--- src/fps_consts.svh ---
// Timing counts, thresholds and state codes for the flight phase sequencer.
// Assumes a 20 MHz system clock; included by name from the design files.
`ifndef FPS_CONSTS_SVH
`define FPS_CONSTS_SVH
`define FPS_CLK_HZ 20000000
`define FPS_ACTIVE_MS 500
`define FPS_ACTIVE_CYC ((`FPS_CLK_HZ / 1000) * `FPS_ACTIVE_MS)
`define FPS_APOGEE_MS 1000
`define FPS_APOGEE_CYC ((`FPS_CLK_HZ / 1000) * `FPS_APOGEE_MS)
`define FPS_CHECK_S 5
`define FPS_CHECK_CYC (`FPS_CLK_HZ * `FPS_CHECK_S)
`define FPS_TAIL_S 10
`define FPS_TAIL_CYC (`FPS_CLK_HZ * `FPS_TAIL_S)
`define FPS_BEEP_S 1
`define FPS_BEEP_CYC (`FPS_CLK_HZ * `FPS_BEEP_S)
`define FPS_BEEP_ON_CYC 16'h4e20
`define FPS_LOW_APOGEE_M 16'sh00c8
`define FPS_MAIN_ALT_DEF_M 16'sh00c8
`define FPS_ST_BURNOUT 4'h3
`define FPS_ST_LANDED 4'h9
`define FPS_ST_BEEP 4'hb
`endif

--- src/fps_pkg.sv ---
// Types shared by the flight phase sequencer files.
// Assumes nothing beyond a SystemVerilog compiler.
package fps_pkg;
  typedef enum logic [3:0] {
    FPS_S0, FPS_S1, FPS_S2, FPS_S3, FPS_S4, FPS_S5,
    FPS_S6, FPS_S7, FPS_S8, FPS_S9, FPS_S10, FPS_S11
  } fps_state_t;
  typedef enum logic [2:0] {
    FPS_EV_STAGE2_FIRE, FPS_EV_STAGE2_BURN, FPS_EV_APOGEE, FPS_EV_MIN_VEL,
    FPS_EV_DROGUE, FPS_EV_MAIN, FPS_EV_LANDING
  } fps_event_t;
endpackage

--- src/fps_sequencer.sv ---
// Flight phase sequencer for states 3 to 11 of a rocket flight recorder.
// Assumes filtered sensor values arrive one per sample_i strobe, and that
// earlier phases hand over with burnout_i once they reach state 3.
`timescale 1ns/10ps
`include "fps_consts.svh"
module fps_sequencer #(
  parameter int DATA_W = 16,
  parameter int TIME_W = 32,
  parameter int CNT_W = 32,
  parameter int ACTIVE_CYC = `FPS_ACTIVE_CYC,
  parameter int APOGEE_CYC = `FPS_APOGEE_CYC,
  parameter int CHECK_CYC = `FPS_CHECK_CYC,
  parameter int TAIL_CYC = `FPS_TAIL_CYC,
  parameter int BEEP_CYC = `FPS_BEEP_CYC
) (
  input wire logic clk_i,
  input wire logic reset_i,
  input wire logic burnout_i,
  input wire logic sample_i,
  input wire logic signed [DATA_W-1:0] accel_i,
  input wire logic [DATA_W-1:0] pressure_i,
  input wire logic signed [DATA_W-1:0] altitude_i,
  input wire logic signed [DATA_W-1:0] velocity_i,
  input wire logic signed [DATA_W-1:0] descent_rate_i,
  input wire logic [DATA_W-1:0] main_alt_i,
  input wire logic [CNT_W-1:0] stage2_delay_i,
  input wire logic landed_i,
  input wire logic [TIME_W-1:0] time_i,
  input wire logic summary_done_i,
  output fps_pkg::fps_state_t state_o,
  output logic stage2_fuse_o,
  output logic drogue_fuse_o,
  output logic main_fuse_o,
  output logic stamp_valid_o,
  output fps_pkg::fps_event_t stamp_event_o,
  output logic [TIME_W-1:0] stamp_time_o,
  output logic [DATA_W-1:0] min_pressure_o,
  output logic logging_o,
  output logic summary_write_o,
  output logic buzzer_o
);
  import fps_pkg::*;

  fps_state_t state_r, state_nxt;
  logic [CNT_W-1:0] cnt_r, cnt_nxt;
  logic [DATA_W-1:0] pmin_r, pmin_nxt;
  logic [CNT_W-1:0] rise_r, rise_nxt;
  logic apogee_r, apogee_nxt;
  logic signed [DATA_W-1:0] vmin_r, vmin_nxt;
  logic signed [DATA_W-1:0] rate_r, rate_nxt;
  logic check_en_r, check_en_nxt;
  logic s2f_r, s2f_nxt, drf_r, drf_nxt, mnf_r, mnf_nxt;
  logic stv_r, stv_nxt;
  fps_event_t sev_r, sev_nxt;
  logic [TIME_W-1:0] stt_r, stt_nxt;
  logic log_r, log_nxt, sum_r, sum_nxt, buz_r, buz_nxt;
  logic timer_load;
  logic [CNT_W-1:0] timer_count;
  logic timer_done;
  logic active;
  logic apo_now;
  logic drogue_go;
  logic [CNT_W-1:0] beep_on;

  // Stamp an event; a second stamp in one cycle overrides the first.
  function automatic logic [TIME_W+3:0] stamp(input fps_event_t ev,
                                              input logic [TIME_W-1:0] t);
    stamp = {1'b1, ev, t};
  endfunction

  // The timer is shared: each state that waits on it (3, 7 and 9) reloads it on entry.
  fps_timer #(.WIDTH(CNT_W)) u_timer (
    .clk_i(clk_i),
    .reset_i(reset_i),
    .load_i(timer_load),
    .count_i(timer_count),
    .done_o(timer_done)
  );

  // Acceleration is already filtered upstream, so its sign is trusted.
  assign active = (accel_i > 0);
  assign apo_now = apogee_r | (rise_r >= CNT_W'(APOGEE_CYC));
  assign beep_on = CNT_W'(`FPS_BEEP_ON_CYC);
  // Drogue trails the apogee flag by at least one cycle so both stamps survive.
  assign drogue_go = apogee_r & ((altitude_i < `FPS_LOW_APOGEE_M)
                     | (sample_i & (velocity_i > vmin_r)));

  always_comb begin
    state_nxt = state_r;
    cnt_nxt = cnt_r;
    pmin_nxt = pmin_r;
    rise_nxt = rise_r;
    apogee_nxt = apogee_r;
    vmin_nxt = vmin_r;
    rate_nxt = rate_r;
    check_en_nxt = check_en_r;
    s2f_nxt = 1'b0;
    drf_nxt = 1'b0;
    mnf_nxt = 1'b0;
    {stv_nxt, sev_nxt, stt_nxt} = {1'b0, sev_r, stt_r};
    log_nxt = log_r;
    sum_nxt = 1'b0;
    buz_nxt = buz_r;
    timer_load = 1'b0;
    timer_count = '0;
    if (sample_i && (state_r == FPS_S4 || state_r == FPS_S6)) begin
      if (pressure_i < pmin_r) begin
        pmin_nxt = pressure_i;
        rise_nxt = '0;
      end else if (pressure_i == pmin_r) begin
        rise_nxt = '0;
      end
      if (velocity_i < vmin_r) begin
        vmin_nxt = velocity_i;
      end
    end
    if ((state_r == FPS_S4 || state_r == FPS_S6) && rise_r < CNT_W'(APOGEE_CYC)
        && !(sample_i && pressure_i <= pmin_r)) begin
      rise_nxt = rise_r + 1'b1;
    end
    case (state_r)
      FPS_S0, FPS_S1, FPS_S2: begin
        if (burnout_i) begin
          state_nxt = FPS_S3;
          log_nxt = 1'b1;
          timer_load = 1'b1;
          timer_count = stage2_delay_i;
        end
      end
      FPS_S3: begin
        if (timer_done) begin
          s2f_nxt = 1'b1;
          {stv_nxt, sev_nxt, stt_nxt} = stamp(FPS_EV_STAGE2_FIRE, time_i);
          state_nxt = FPS_S4;
          cnt_nxt = '0;
          pmin_nxt = '1;
          rise_nxt = '0;
          apogee_nxt = 1'b0;
          vmin_nxt = {1'b0, {(DATA_W-1){1'b1}}};
        end
      end
      FPS_S4: begin
        if (active) begin
          cnt_nxt = cnt_r + 1'b1;
          rise_nxt = '0;
          if (cnt_r + 1'b1 >= CNT_W'(ACTIVE_CYC)) begin
            state_nxt = FPS_S5;
          end
        end else begin
          cnt_nxt = '0;
          if (apo_now && !apogee_r) begin
            apogee_nxt = 1'b1;
            {stv_nxt, sev_nxt, stt_nxt} = stamp(FPS_EV_APOGEE, time_i);
          end
          if (drogue_go) begin
            drf_nxt = 1'b1;
            {stv_nxt, sev_nxt, stt_nxt} = stamp(FPS_EV_MIN_VEL, time_i);
            state_nxt = FPS_S7;
            timer_load = 1'b1;
            timer_count = CNT_W'(CHECK_CYC);
            check_en_nxt = 1'b1;
            rate_nxt = descent_rate_i;
          end
        end
      end
      FPS_S5: begin
        if (!active) begin
          {stv_nxt, sev_nxt, stt_nxt} = stamp(FPS_EV_STAGE2_BURN, time_i);
          state_nxt = FPS_S6;
          rise_nxt = '0;
        end
      end
      FPS_S6: begin
        if (apo_now && !apogee_r) begin
          apogee_nxt = 1'b1;
          {stv_nxt, sev_nxt, stt_nxt} = stamp(FPS_EV_APOGEE, time_i);
        end
        if (drogue_go) begin
          drf_nxt = 1'b1;
          {stv_nxt, sev_nxt, stt_nxt} = stamp(FPS_EV_MIN_VEL, time_i);
          state_nxt = FPS_S7;
          timer_load = 1'b1;
          timer_count = CNT_W'(CHECK_CYC);
          check_en_nxt = 1'b1;
          rate_nxt = descent_rate_i;
        end
      end
      FPS_S7: begin
        if (timer_done) begin
          check_en_nxt = 1'b0;
        end
        if (sample_i) begin
          rate_nxt = descent_rate_i;
        end
        if ((altitude_i < $signed(main_alt_i))
            || (check_en_r && !timer_done && sample_i
                && descent_rate_i > rate_r)) begin
          mnf_nxt = 1'b1;
          {stv_nxt, sev_nxt, stt_nxt} = stamp(FPS_EV_MAIN, time_i);
          state_nxt = FPS_S8;
          check_en_nxt = 1'b0;
        end
      end
      FPS_S8: begin
        if (landed_i) begin
          {stv_nxt, sev_nxt, stt_nxt} = stamp(FPS_EV_LANDING, time_i);
          state_nxt = FPS_S9;
          buz_nxt = 1'b1;
          timer_load = 1'b1;
          timer_count = CNT_W'(TAIL_CYC);
        end
      end
      FPS_S9: begin
        if (timer_done) begin
          state_nxt = FPS_S10;
          log_nxt = 1'b0;
          buz_nxt = 1'b0;
        end
      end
      FPS_S10: begin
        sum_nxt = 1'b1;
        if (summary_done_i) begin
          sum_nxt = 1'b0;
          state_nxt = FPS_S11;
          cnt_nxt = '0;
        end
      end
      FPS_S11: begin
        // Beep is a short burst each second so the battery lasts.
        cnt_nxt = (cnt_r + 1'b1 >= CNT_W'(BEEP_CYC)) ? '0 : cnt_r + 1'b1;
        buz_nxt = (cnt_nxt < beep_on);
      end
      default: begin
        state_nxt = FPS_S0;
      end
    endcase
  end

  always_ff @(posedge clk_i) begin
    if (reset_i) begin
      state_r <= FPS_S0;
      cnt_r <= '0;
      pmin_r <= '1;
      rise_r <= '0;
      apogee_r <= 1'b0;
      vmin_r <= '0;
      rate_r <= '0;
      check_en_r <= 1'b0;
      s2f_r <= 1'b0;
      drf_r <= 1'b0;
      mnf_r <= 1'b0;
      stv_r <= 1'b0;
      sev_r <= FPS_EV_STAGE2_FIRE;
      stt_r <= '0;
      log_r <= 1'b0;
      sum_r <= 1'b0;
      buz_r <= 1'b0;
    end else begin
      state_r <= state_nxt;
      cnt_r <= cnt_nxt;
      pmin_r <= pmin_nxt;
      rise_r <= rise_nxt;
      apogee_r <= apogee_nxt;
      vmin_r <= vmin_nxt;
      rate_r <= rate_nxt;
      check_en_r <= check_en_nxt;
      s2f_r <= s2f_nxt;
      drf_r <= drf_nxt;
      mnf_r <= mnf_nxt;
      stv_r <= stv_nxt;
      sev_r <= sev_nxt;
      stt_r <= stt_nxt;
      log_r <= log_nxt;
      sum_r <= sum_nxt;
      buz_r <= buz_nxt;
    end
  end

  assign state_o = state_r;
  assign stage2_fuse_o = s2f_r;
  assign drogue_fuse_o = drf_r;
  assign main_fuse_o = mnf_r;
  assign stamp_valid_o = stv_r;
  assign stamp_event_o = sev_r;
  assign stamp_time_o = stt_r;
  assign min_pressure_o = pmin_r;
  assign logging_o = log_r;
  assign summary_write_o = sum_r;
  assign buzzer_o = buz_r;

  no_drogue_s5_a: assert property (@(posedge clk_i) disable iff (reset_i)
    state_r == FPS_S5 |=> !drf_r) else $error("drogue fired in state 5");
  s3_to_s4_a: assert property (@(posedge clk_i) disable iff (reset_i)
    state_r == FPS_S3 && state_nxt == FPS_S4 |=> s2f_r && state_r == FPS_S4)
    else $error("stage two fuse missing on leaving state 3");
  s4_active_a: assert property (@(posedge clk_i) disable iff (reset_i)
    state_r == FPS_S4 && active |=> !drf_r)
    else $error("drogue fired while stage two active");
  s4_to_s5_a: assert property (@(posedge clk_i) disable iff (reset_i)
    state_r == FPS_S4 && !active |=> state_r != FPS_S5)
    else $error("left state 4 without stage two active");
  drogue_s7_a: assert property (@(posedge clk_i) disable iff (reset_i)
    drf_r |-> state_r == FPS_S7) else $error("drogue without state 7");
  main_s8_a: assert property (@(posedge clk_i) disable iff (reset_i)
    mnf_r |-> state_r == FPS_S8 && stv_r && sev_r == FPS_EV_MAIN)
    else $error("main fuse without state 8 stamp");
  landing_buzz_a: assert property (@(posedge clk_i) disable iff (reset_i)
    state_r == FPS_S8 && landed_i |=> state_r == FPS_S9 && buz_r && log_r)
    else $error("landing did not start buzzer");
  s10_nolog_a: assert property (@(posedge clk_i) disable iff (reset_i)
    state_r == FPS_S10 |-> !log_r) else $error("logging in state 10");
  s11_stay_a: assert property (@(posedge clk_i) disable iff (reset_i)
    state_r == FPS_S11 |=> state_r == FPS_S11)
    else $error("left state 11");
  low_apogee_a: assert property (@(posedge clk_i) disable iff (reset_i)
    state_r == FPS_S6 && apogee_r && altitude_i < `FPS_LOW_APOGEE_M
    |=> drf_r) else $error("low apogee drogue late");
endmodule

--- src/fps_timer.sv ---
// Down counter that reports when a loaded interval has elapsed.
// Assumes a synchronous active-high reset and a single clock.
`timescale 1ns/10ps
module fps_timer #(
  parameter int WIDTH = 32
) (
  input wire logic clk_i,
  input wire logic reset_i,
  input wire logic load_i,
  input wire logic [WIDTH-1:0] count_i,
  output logic done_o
);
  logic [WIDTH-1:0] cnt_r;
  logic [WIDTH-1:0] cnt_nxt;
  logic done_r;
  logic done_nxt;

  always_comb begin
    cnt_nxt = cnt_r;
    done_nxt = done_r;
    if (load_i) begin
      cnt_nxt = count_i;
      done_nxt = 1'b0;
    end else if (cnt_r != '0) begin
      cnt_nxt = cnt_r - 1'b1;
    end else begin
      done_nxt = 1'b1;
    end
  end

  always_ff @(posedge clk_i) begin
    if (reset_i) begin
      cnt_r <= '0;
      done_r <= 1'b0;
    end else begin
      cnt_r <= cnt_nxt;
      done_r <= done_nxt;
    end
  end

  assign done_o = done_r & ~load_i;
endmodule
--- config.mk ---
export PLATFORM = sky130hd
export DESIGN_NAME = fps_sequencer
export DESIGN_NICKNAME = d
export VERILOG_FILES = /design/src/fps_pkg.sv /design/src/fps_sequencer.sv /design/src/fps_timer.sv
export VERILOG_INCLUDE_DIRS = /design/src
export SDC_FILE = /design/constraint.sdc
export NUM_CORES = 1
export LEC_CHECK = 0
export ABC_AREA = 1
export BUFFER_PORTS_ARGS = -buffer_cell sky130_fd_sc_hd__buf_4
export CAP_MARGIN = 20
export CORE_MARGIN = 2
export CORE_UTILIZATION = 31
export CTS_CLUSTER_SIZE = 40
export DETAILED_ROUTE_END_ITERATION = 16
export REMOVE_ABC_BUFFERS = 1
export SLEW_MARGIN = 20
export SYNTH_ARGS = -nofsm -noshare
export SYNTH_HDL_FRONTEND = slang
export SYNTH_SLANG_ARGS = --single-unit
--- constraint.sdc ---
create_clock -name clk_i -period 2.88 [get_ports clk_i]
set_clock_uncertainty 0.2 [all_clocks]
set_input_delay 0.576 -clock clk_i [delete_from_list [all_inputs] [get_ports clk_i]]
set_output_delay 0.576 -clock clk_i [all_outputs]
set_load 0.1 [all_outputs]
==> out/qor.tcl <==
set qor(outcome) {completed}
set qor(yosys_warnings) 0
set qor(intPower_mw) 6.14
set qor(postLayoutCellArea_mm2) 0.0160
set qor(p_per_area_mw_per_mm2) 685
set qor(synth_top_cell_by_area) {sky130_fd_sc_hd__dfxtp_1}
set qor(layout-drive-gt1-share_pct) 23.7
set qor(ios) 228
set qor(post_synth_inst_count) 1787
set qor(maxSlewViolCount) 0
set qor(yosys_register_bits) 193
set qor(path_class) {flip-flop to flip-flop}
set qor(clock_path_buffers) 2
set qor(final-hold-violation-count) 0
set qor(floorplan.die.width_um) 201
set qor(worstHoldStart) {pressure_i[12]}
set qor(finalSetupViolCount) 0
set qor(synth_top_cells_by_area) {sky130_fd_sc_hd__dfxtp_1 (32%), sky130_fd_sc_hd__nand2_1 (13%), sky130_fd_sc_hd__inv_1 (7.3%)}
set qor(grt_overflow_total) 0
set qor(power_leakage_nw) 7.35
set qor(worst_setup_hold_path_clk_slew_ns) 0.08
set qor(cts_max_level) 4
set qor(vias) 12500
set qor(worst_slew_margin_rel_pct) 58.6
set qor(synthTopCellsByCount) {sky130_fd_sc_hd__nand2_1 (430), sky130_fd_sc_hd__inv_1 (236), sky130_fd_sc_hd__dfxtp_1 (193)}
set qor(num_rows) 72
set qor(numCtsBuffers) 17
set qor(seqPwrFrac_pct) 31.9
set qor(vdd_ir_drop_max_v) 0.000313
set qor(timing.hold.worst_path_depth) 3
set qor(final.period_utilization_pct) 94.9
set qor(start_of_the_worst_register_to_register_path) {vmin_r[13]}
set qor(async_flop_share_pct) 0
set qor(post_dp_cell_area_mm2) 0.0150
set qor(n_antenna_cell) 0
set qor(critical_path_peak_fanout) 6
set qor(timing.fmax_mhz) 366
set qor(die_h_um) 201
set qor(core_area_mm2) 0.0386
set qor(nNetsFinal) 2306
set qor(critical_path_arrival_ns) 2.91
set qor(layout-area-overhead-vs-synth_pct) 32.7
set qor(detail_route.drc_violations) 0
set qor(reg2reg_depth) 20
set qor(synth-edff-count) 0
set qor(grt_pass1_wl_um) 57900
set qor(fin_total_pwr_mw) 11.0
set qor(fill_cells) 4005
set qor(port_buffers) 227
set qor(cts_root_buf) {sky130_fd_sc_hd__clkbuf_16}
set qor(synth_top_flop_cell) {sky130_fd_sc_hd__dfxtp_1}
set qor(cts-hold-fix-buffers) 0
set qor(tritoncts) {built}
set qor(detail_route.first_pass.iterations) 5
set qor(syn-mean-instance-area_um2) 6.76
set qor(maxCapViolCount) 0
set qor(end_kind) {flip-flop}
set qor(net-switching-power_mw) 4.85
set qor(antenna_violations_before_repair) 0
set qor(first_global_vias) 11800
set qor(synth_sequential_area_ratio_pct) 32.0
set qor(critical_path.reg2reg.endpoint) {stamp_time_o[1]}
set qor(grt_start_max_net_pins) 86
set qor(route.final.wire_length_um) 36400
set qor(yosysUniqueCellTypes) 59
set qor(power.switching_fraction_pct) 44.1
set qor(post-synth-top-area-fraction_pct) 32.0
set qor(cts_sinks) 193
set qor(cp.required_ns) 3.06
set qor(detailedPlacementHpwl_um) 27600
set qor(synth.most_common_cell) {sky130_fd_sc_hd__nand2_1}
set qor(worst-slew-pin-transition_ns) 0.616
set qor(insertion_delay_ns) 0.45
set qor(initial_core_utilization_pct) 31.3
set qor(hold_end) {min_pressure_o[12]}
set qor(min-delay-path-class) {input pin to flip-flop}
set qor(layout_min_cycle_time_ns) 2.73
set qor(power.combinational.fraction_pct) 45.8
set qor(route.antenna.remaining_nets) 0
set qor(routed_via_density) 4.80
set qor(grt.total_usage_pct) 17.4
set qor(initialDrtViolationCount) 674
set qor(mappedNetlistArea_mm2) 0.0121
set qor(detail_route.wl_per_cell_um) 14.0
set qor(start_kind) {flip-flop}
set qor(r2r_setup_slack_ns) 0.15
set qor(dieArea_mm2) 0.0406
set qor(post_route_setup_tns_ns) 0
set qor(power.share.clock_pct) 22.3
set qor(finalWeightedCongestion) 0.869
## worst max-delay path, stage by stage (launching register included)
cell,delay [ns]
sky130_fd_sc_hd__dfxtp_1,0.31
sky130_fd_sc_hd__inv_1,0.05
sky130_fd_sc_hd__ha_1,0.29
sky130_fd_sc_hd__buf_4,0.10
sky130_fd_sc_hd__nand2_1,0.06
sky130_fd_sc_hd__nor2_2,0.13
sky130_fd_sc_hd__nand2_1,0.08
sky130_fd_sc_hd__inv_1,0.05
sky130_fd_sc_hd__nand2_1,0.07
sky130_fd_sc_hd__nand3_1,0.11
sky130_fd_sc_hd__nand3_2,0.13
sky130_fd_sc_hd__nand2_2,0.12
sky130_fd_sc_hd__nand3_4,0.10
sky130_fd_sc_hd__nand3_4,0.13
sky130_fd_sc_hd__nand2_4,0.07
sky130_fd_sc_hd__nand2_4,0.10
sky130_fd_sc_hd__nand2_8,0.09
sky130_fd_sc_hd__nand2_8,0.12
sky130_fd_sc_hd__clkbuf_16,0.16
sky130_fd_sc_hd__nand2_1,0.05
sky130_fd_sc_hd__a21oi_1,0.13
## per-stage QoR
step / util (%) / hold WS, ns / std cells / worst slack, ns
detailed placement: 38.8 / 0.246 / 2556 / -0.241
global route: 41.6 / 0.158 / 2603 / -0.0144
global placement: 38.8 / 0.240 / 2556 / -0.238
floorplan: - / 0.235 / 1725 / -1.16
CTS: 40.3 / 0.135 / 2588 / 0.0685
finish: 41.6 / 0.163 / 2603 / 0.148
## registers in the layout, indices dropped and copies added (netlist names)
name             cells
buzzer_o             1
stamp_valid_o        1
logging_o            1
vmin_r              16
stage2_fuse_o        1
u_timer.cnt_r       32
state_o              4
u_timer.done_r       1
min_pressure_o      16
stamp_time_o        32
rise_r              32
cnt_r               32
apogee_r             1
stamp_event_o        3
drogue_fuse_o        1
main_fuse_o          1
rate_r              16
check_en_r           1
summary_write_o      1
## layer usage
| layer | vias up | part of all wire, % | wire [µm] | track usage (%) |
|---|---|---|---|---|
| met5 | - | 0 | 0 | 0 |
| met1 | 5735 | 46 | 16800 | 22.4 |
| met3 | 46 | 4.1 | 1480 | 2.49 |
| li1 | 6440 | - | - | - |
| met2 | 265 | 47 | 17300 | 29.4 |
| met4 | 0 | 2.5 | 902 | 6.41 |
## power groups by stage
stage               registers [mW]  logic (mW)  clock network, mW
floorplan                     4.50        2.32                  0
global placement              3.56        4.75                  0
detailed placement            3.56        4.79                  0
CTS                           3.50        4.81               2.52
global route                  3.57        5.56               2.63
finish                        3.51        5.03               2.45
## area by class of cell
cell class / count / area [µm²] / area share [%]
clock buffers: 18 / 429 / 2.68
clock inverters: 14 / 159 / 0.991
inverters: 252 / 953 / 5.95
multi-input cells: 1280 / 7220 / 45.0
flip-flops and latches: 193 / 3880 / 24.2
well taps: 518 / 648 / 4.04
repair buffers: 328 / 2750 / 17.2
## cell usage in the layout, fill, tap and decap left out, types with 4 or more instances in the layout
cell type	instances
sky130_fd_sc_hd__a21oi_1	134
sky130_fd_sc_hd__a21oi_2	13
sky130_fd_sc_hd__a31oi_1	6
sky130_fd_sc_hd__a41oi_1	7
sky130_fd_sc_hd__buf_12	14
sky130_fd_sc_hd__buf_4	303
sky130_fd_sc_hd__buf_6	5
sky130_fd_sc_hd__clkbuf_16	22
sky130_fd_sc_hd__dfxtp_1	184
sky130_fd_sc_hd__dfxtp_2	8
sky130_fd_sc_hd__ha_1	62
sky130_fd_sc_hd__ha_4	5
sky130_fd_sc_hd__inv_1	229
sky130_fd_sc_hd__inv_2	18
sky130_fd_sc_hd__inv_6	5
sky130_fd_sc_hd__inv_8	4
sky130_fd_sc_hd__nand2_1	417
sky130_fd_sc_hd__nand2_2	25
sky130_fd_sc_hd__nand2_4	7
sky130_fd_sc_hd__nand3_1	112
sky130_fd_sc_hd__nand3_2	8
sky130_fd_sc_hd__nand3_4	4
sky130_fd_sc_hd__nand3b_1	7
sky130_fd_sc_hd__nand4_1	67
sky130_fd_sc_hd__nor2_1	143
sky130_fd_sc_hd__nor2_2	18
sky130_fd_sc_hd__nor2_4	9
sky130_fd_sc_hd__nor3_1	27
sky130_fd_sc_hd__nor4_1	13
sky130_fd_sc_hd__o211ai_1	34
sky130_fd_sc_hd__o21ai_0	62
sky130_fd_sc_hd__xnor2_1	14
sky130_fd_sc_hd__xor2_1	40
## worst max path at each step
stage	slack, ns	depth (start not counted)	end	start
floorplan	-1.16	15	stamp_event_o[0]	state_o[1]
global placement	-0.24	19	stamp_time_o[2]	descent_rate_i[15]
detailed placement	-0.24	19	u_timer.cnt_r[25]	velocity_i[5]
CTS	0.07	18	cnt_r[30]	cnt_r[0]
global route	-0.01	20	stamp_time_o[1]	vmin_r[13]
finish	0.15	20	stamp_time_o[1]	vmin_r[13]
## cells by family after synthesis
group                      synth area share (%)
buffers and inverters                      10.4
xor gates and xnor gates                   4.18
adders and majority gates                  7.04
AOI/OAI and AO/OA                          13.7
DFF                                        32.0
and+or+nand+nor                            32.7
## timing repair
| item | in CTS | in global routing |
|---|---|---|
| setup endpoints to repair | 0 | 176 |
| setup buffers | 0 | 9 |
| gates resized for setup | 0 | 77 |
| hold endpoints to repair | 0 | 0 |
(Power assumes the default switching activity.)
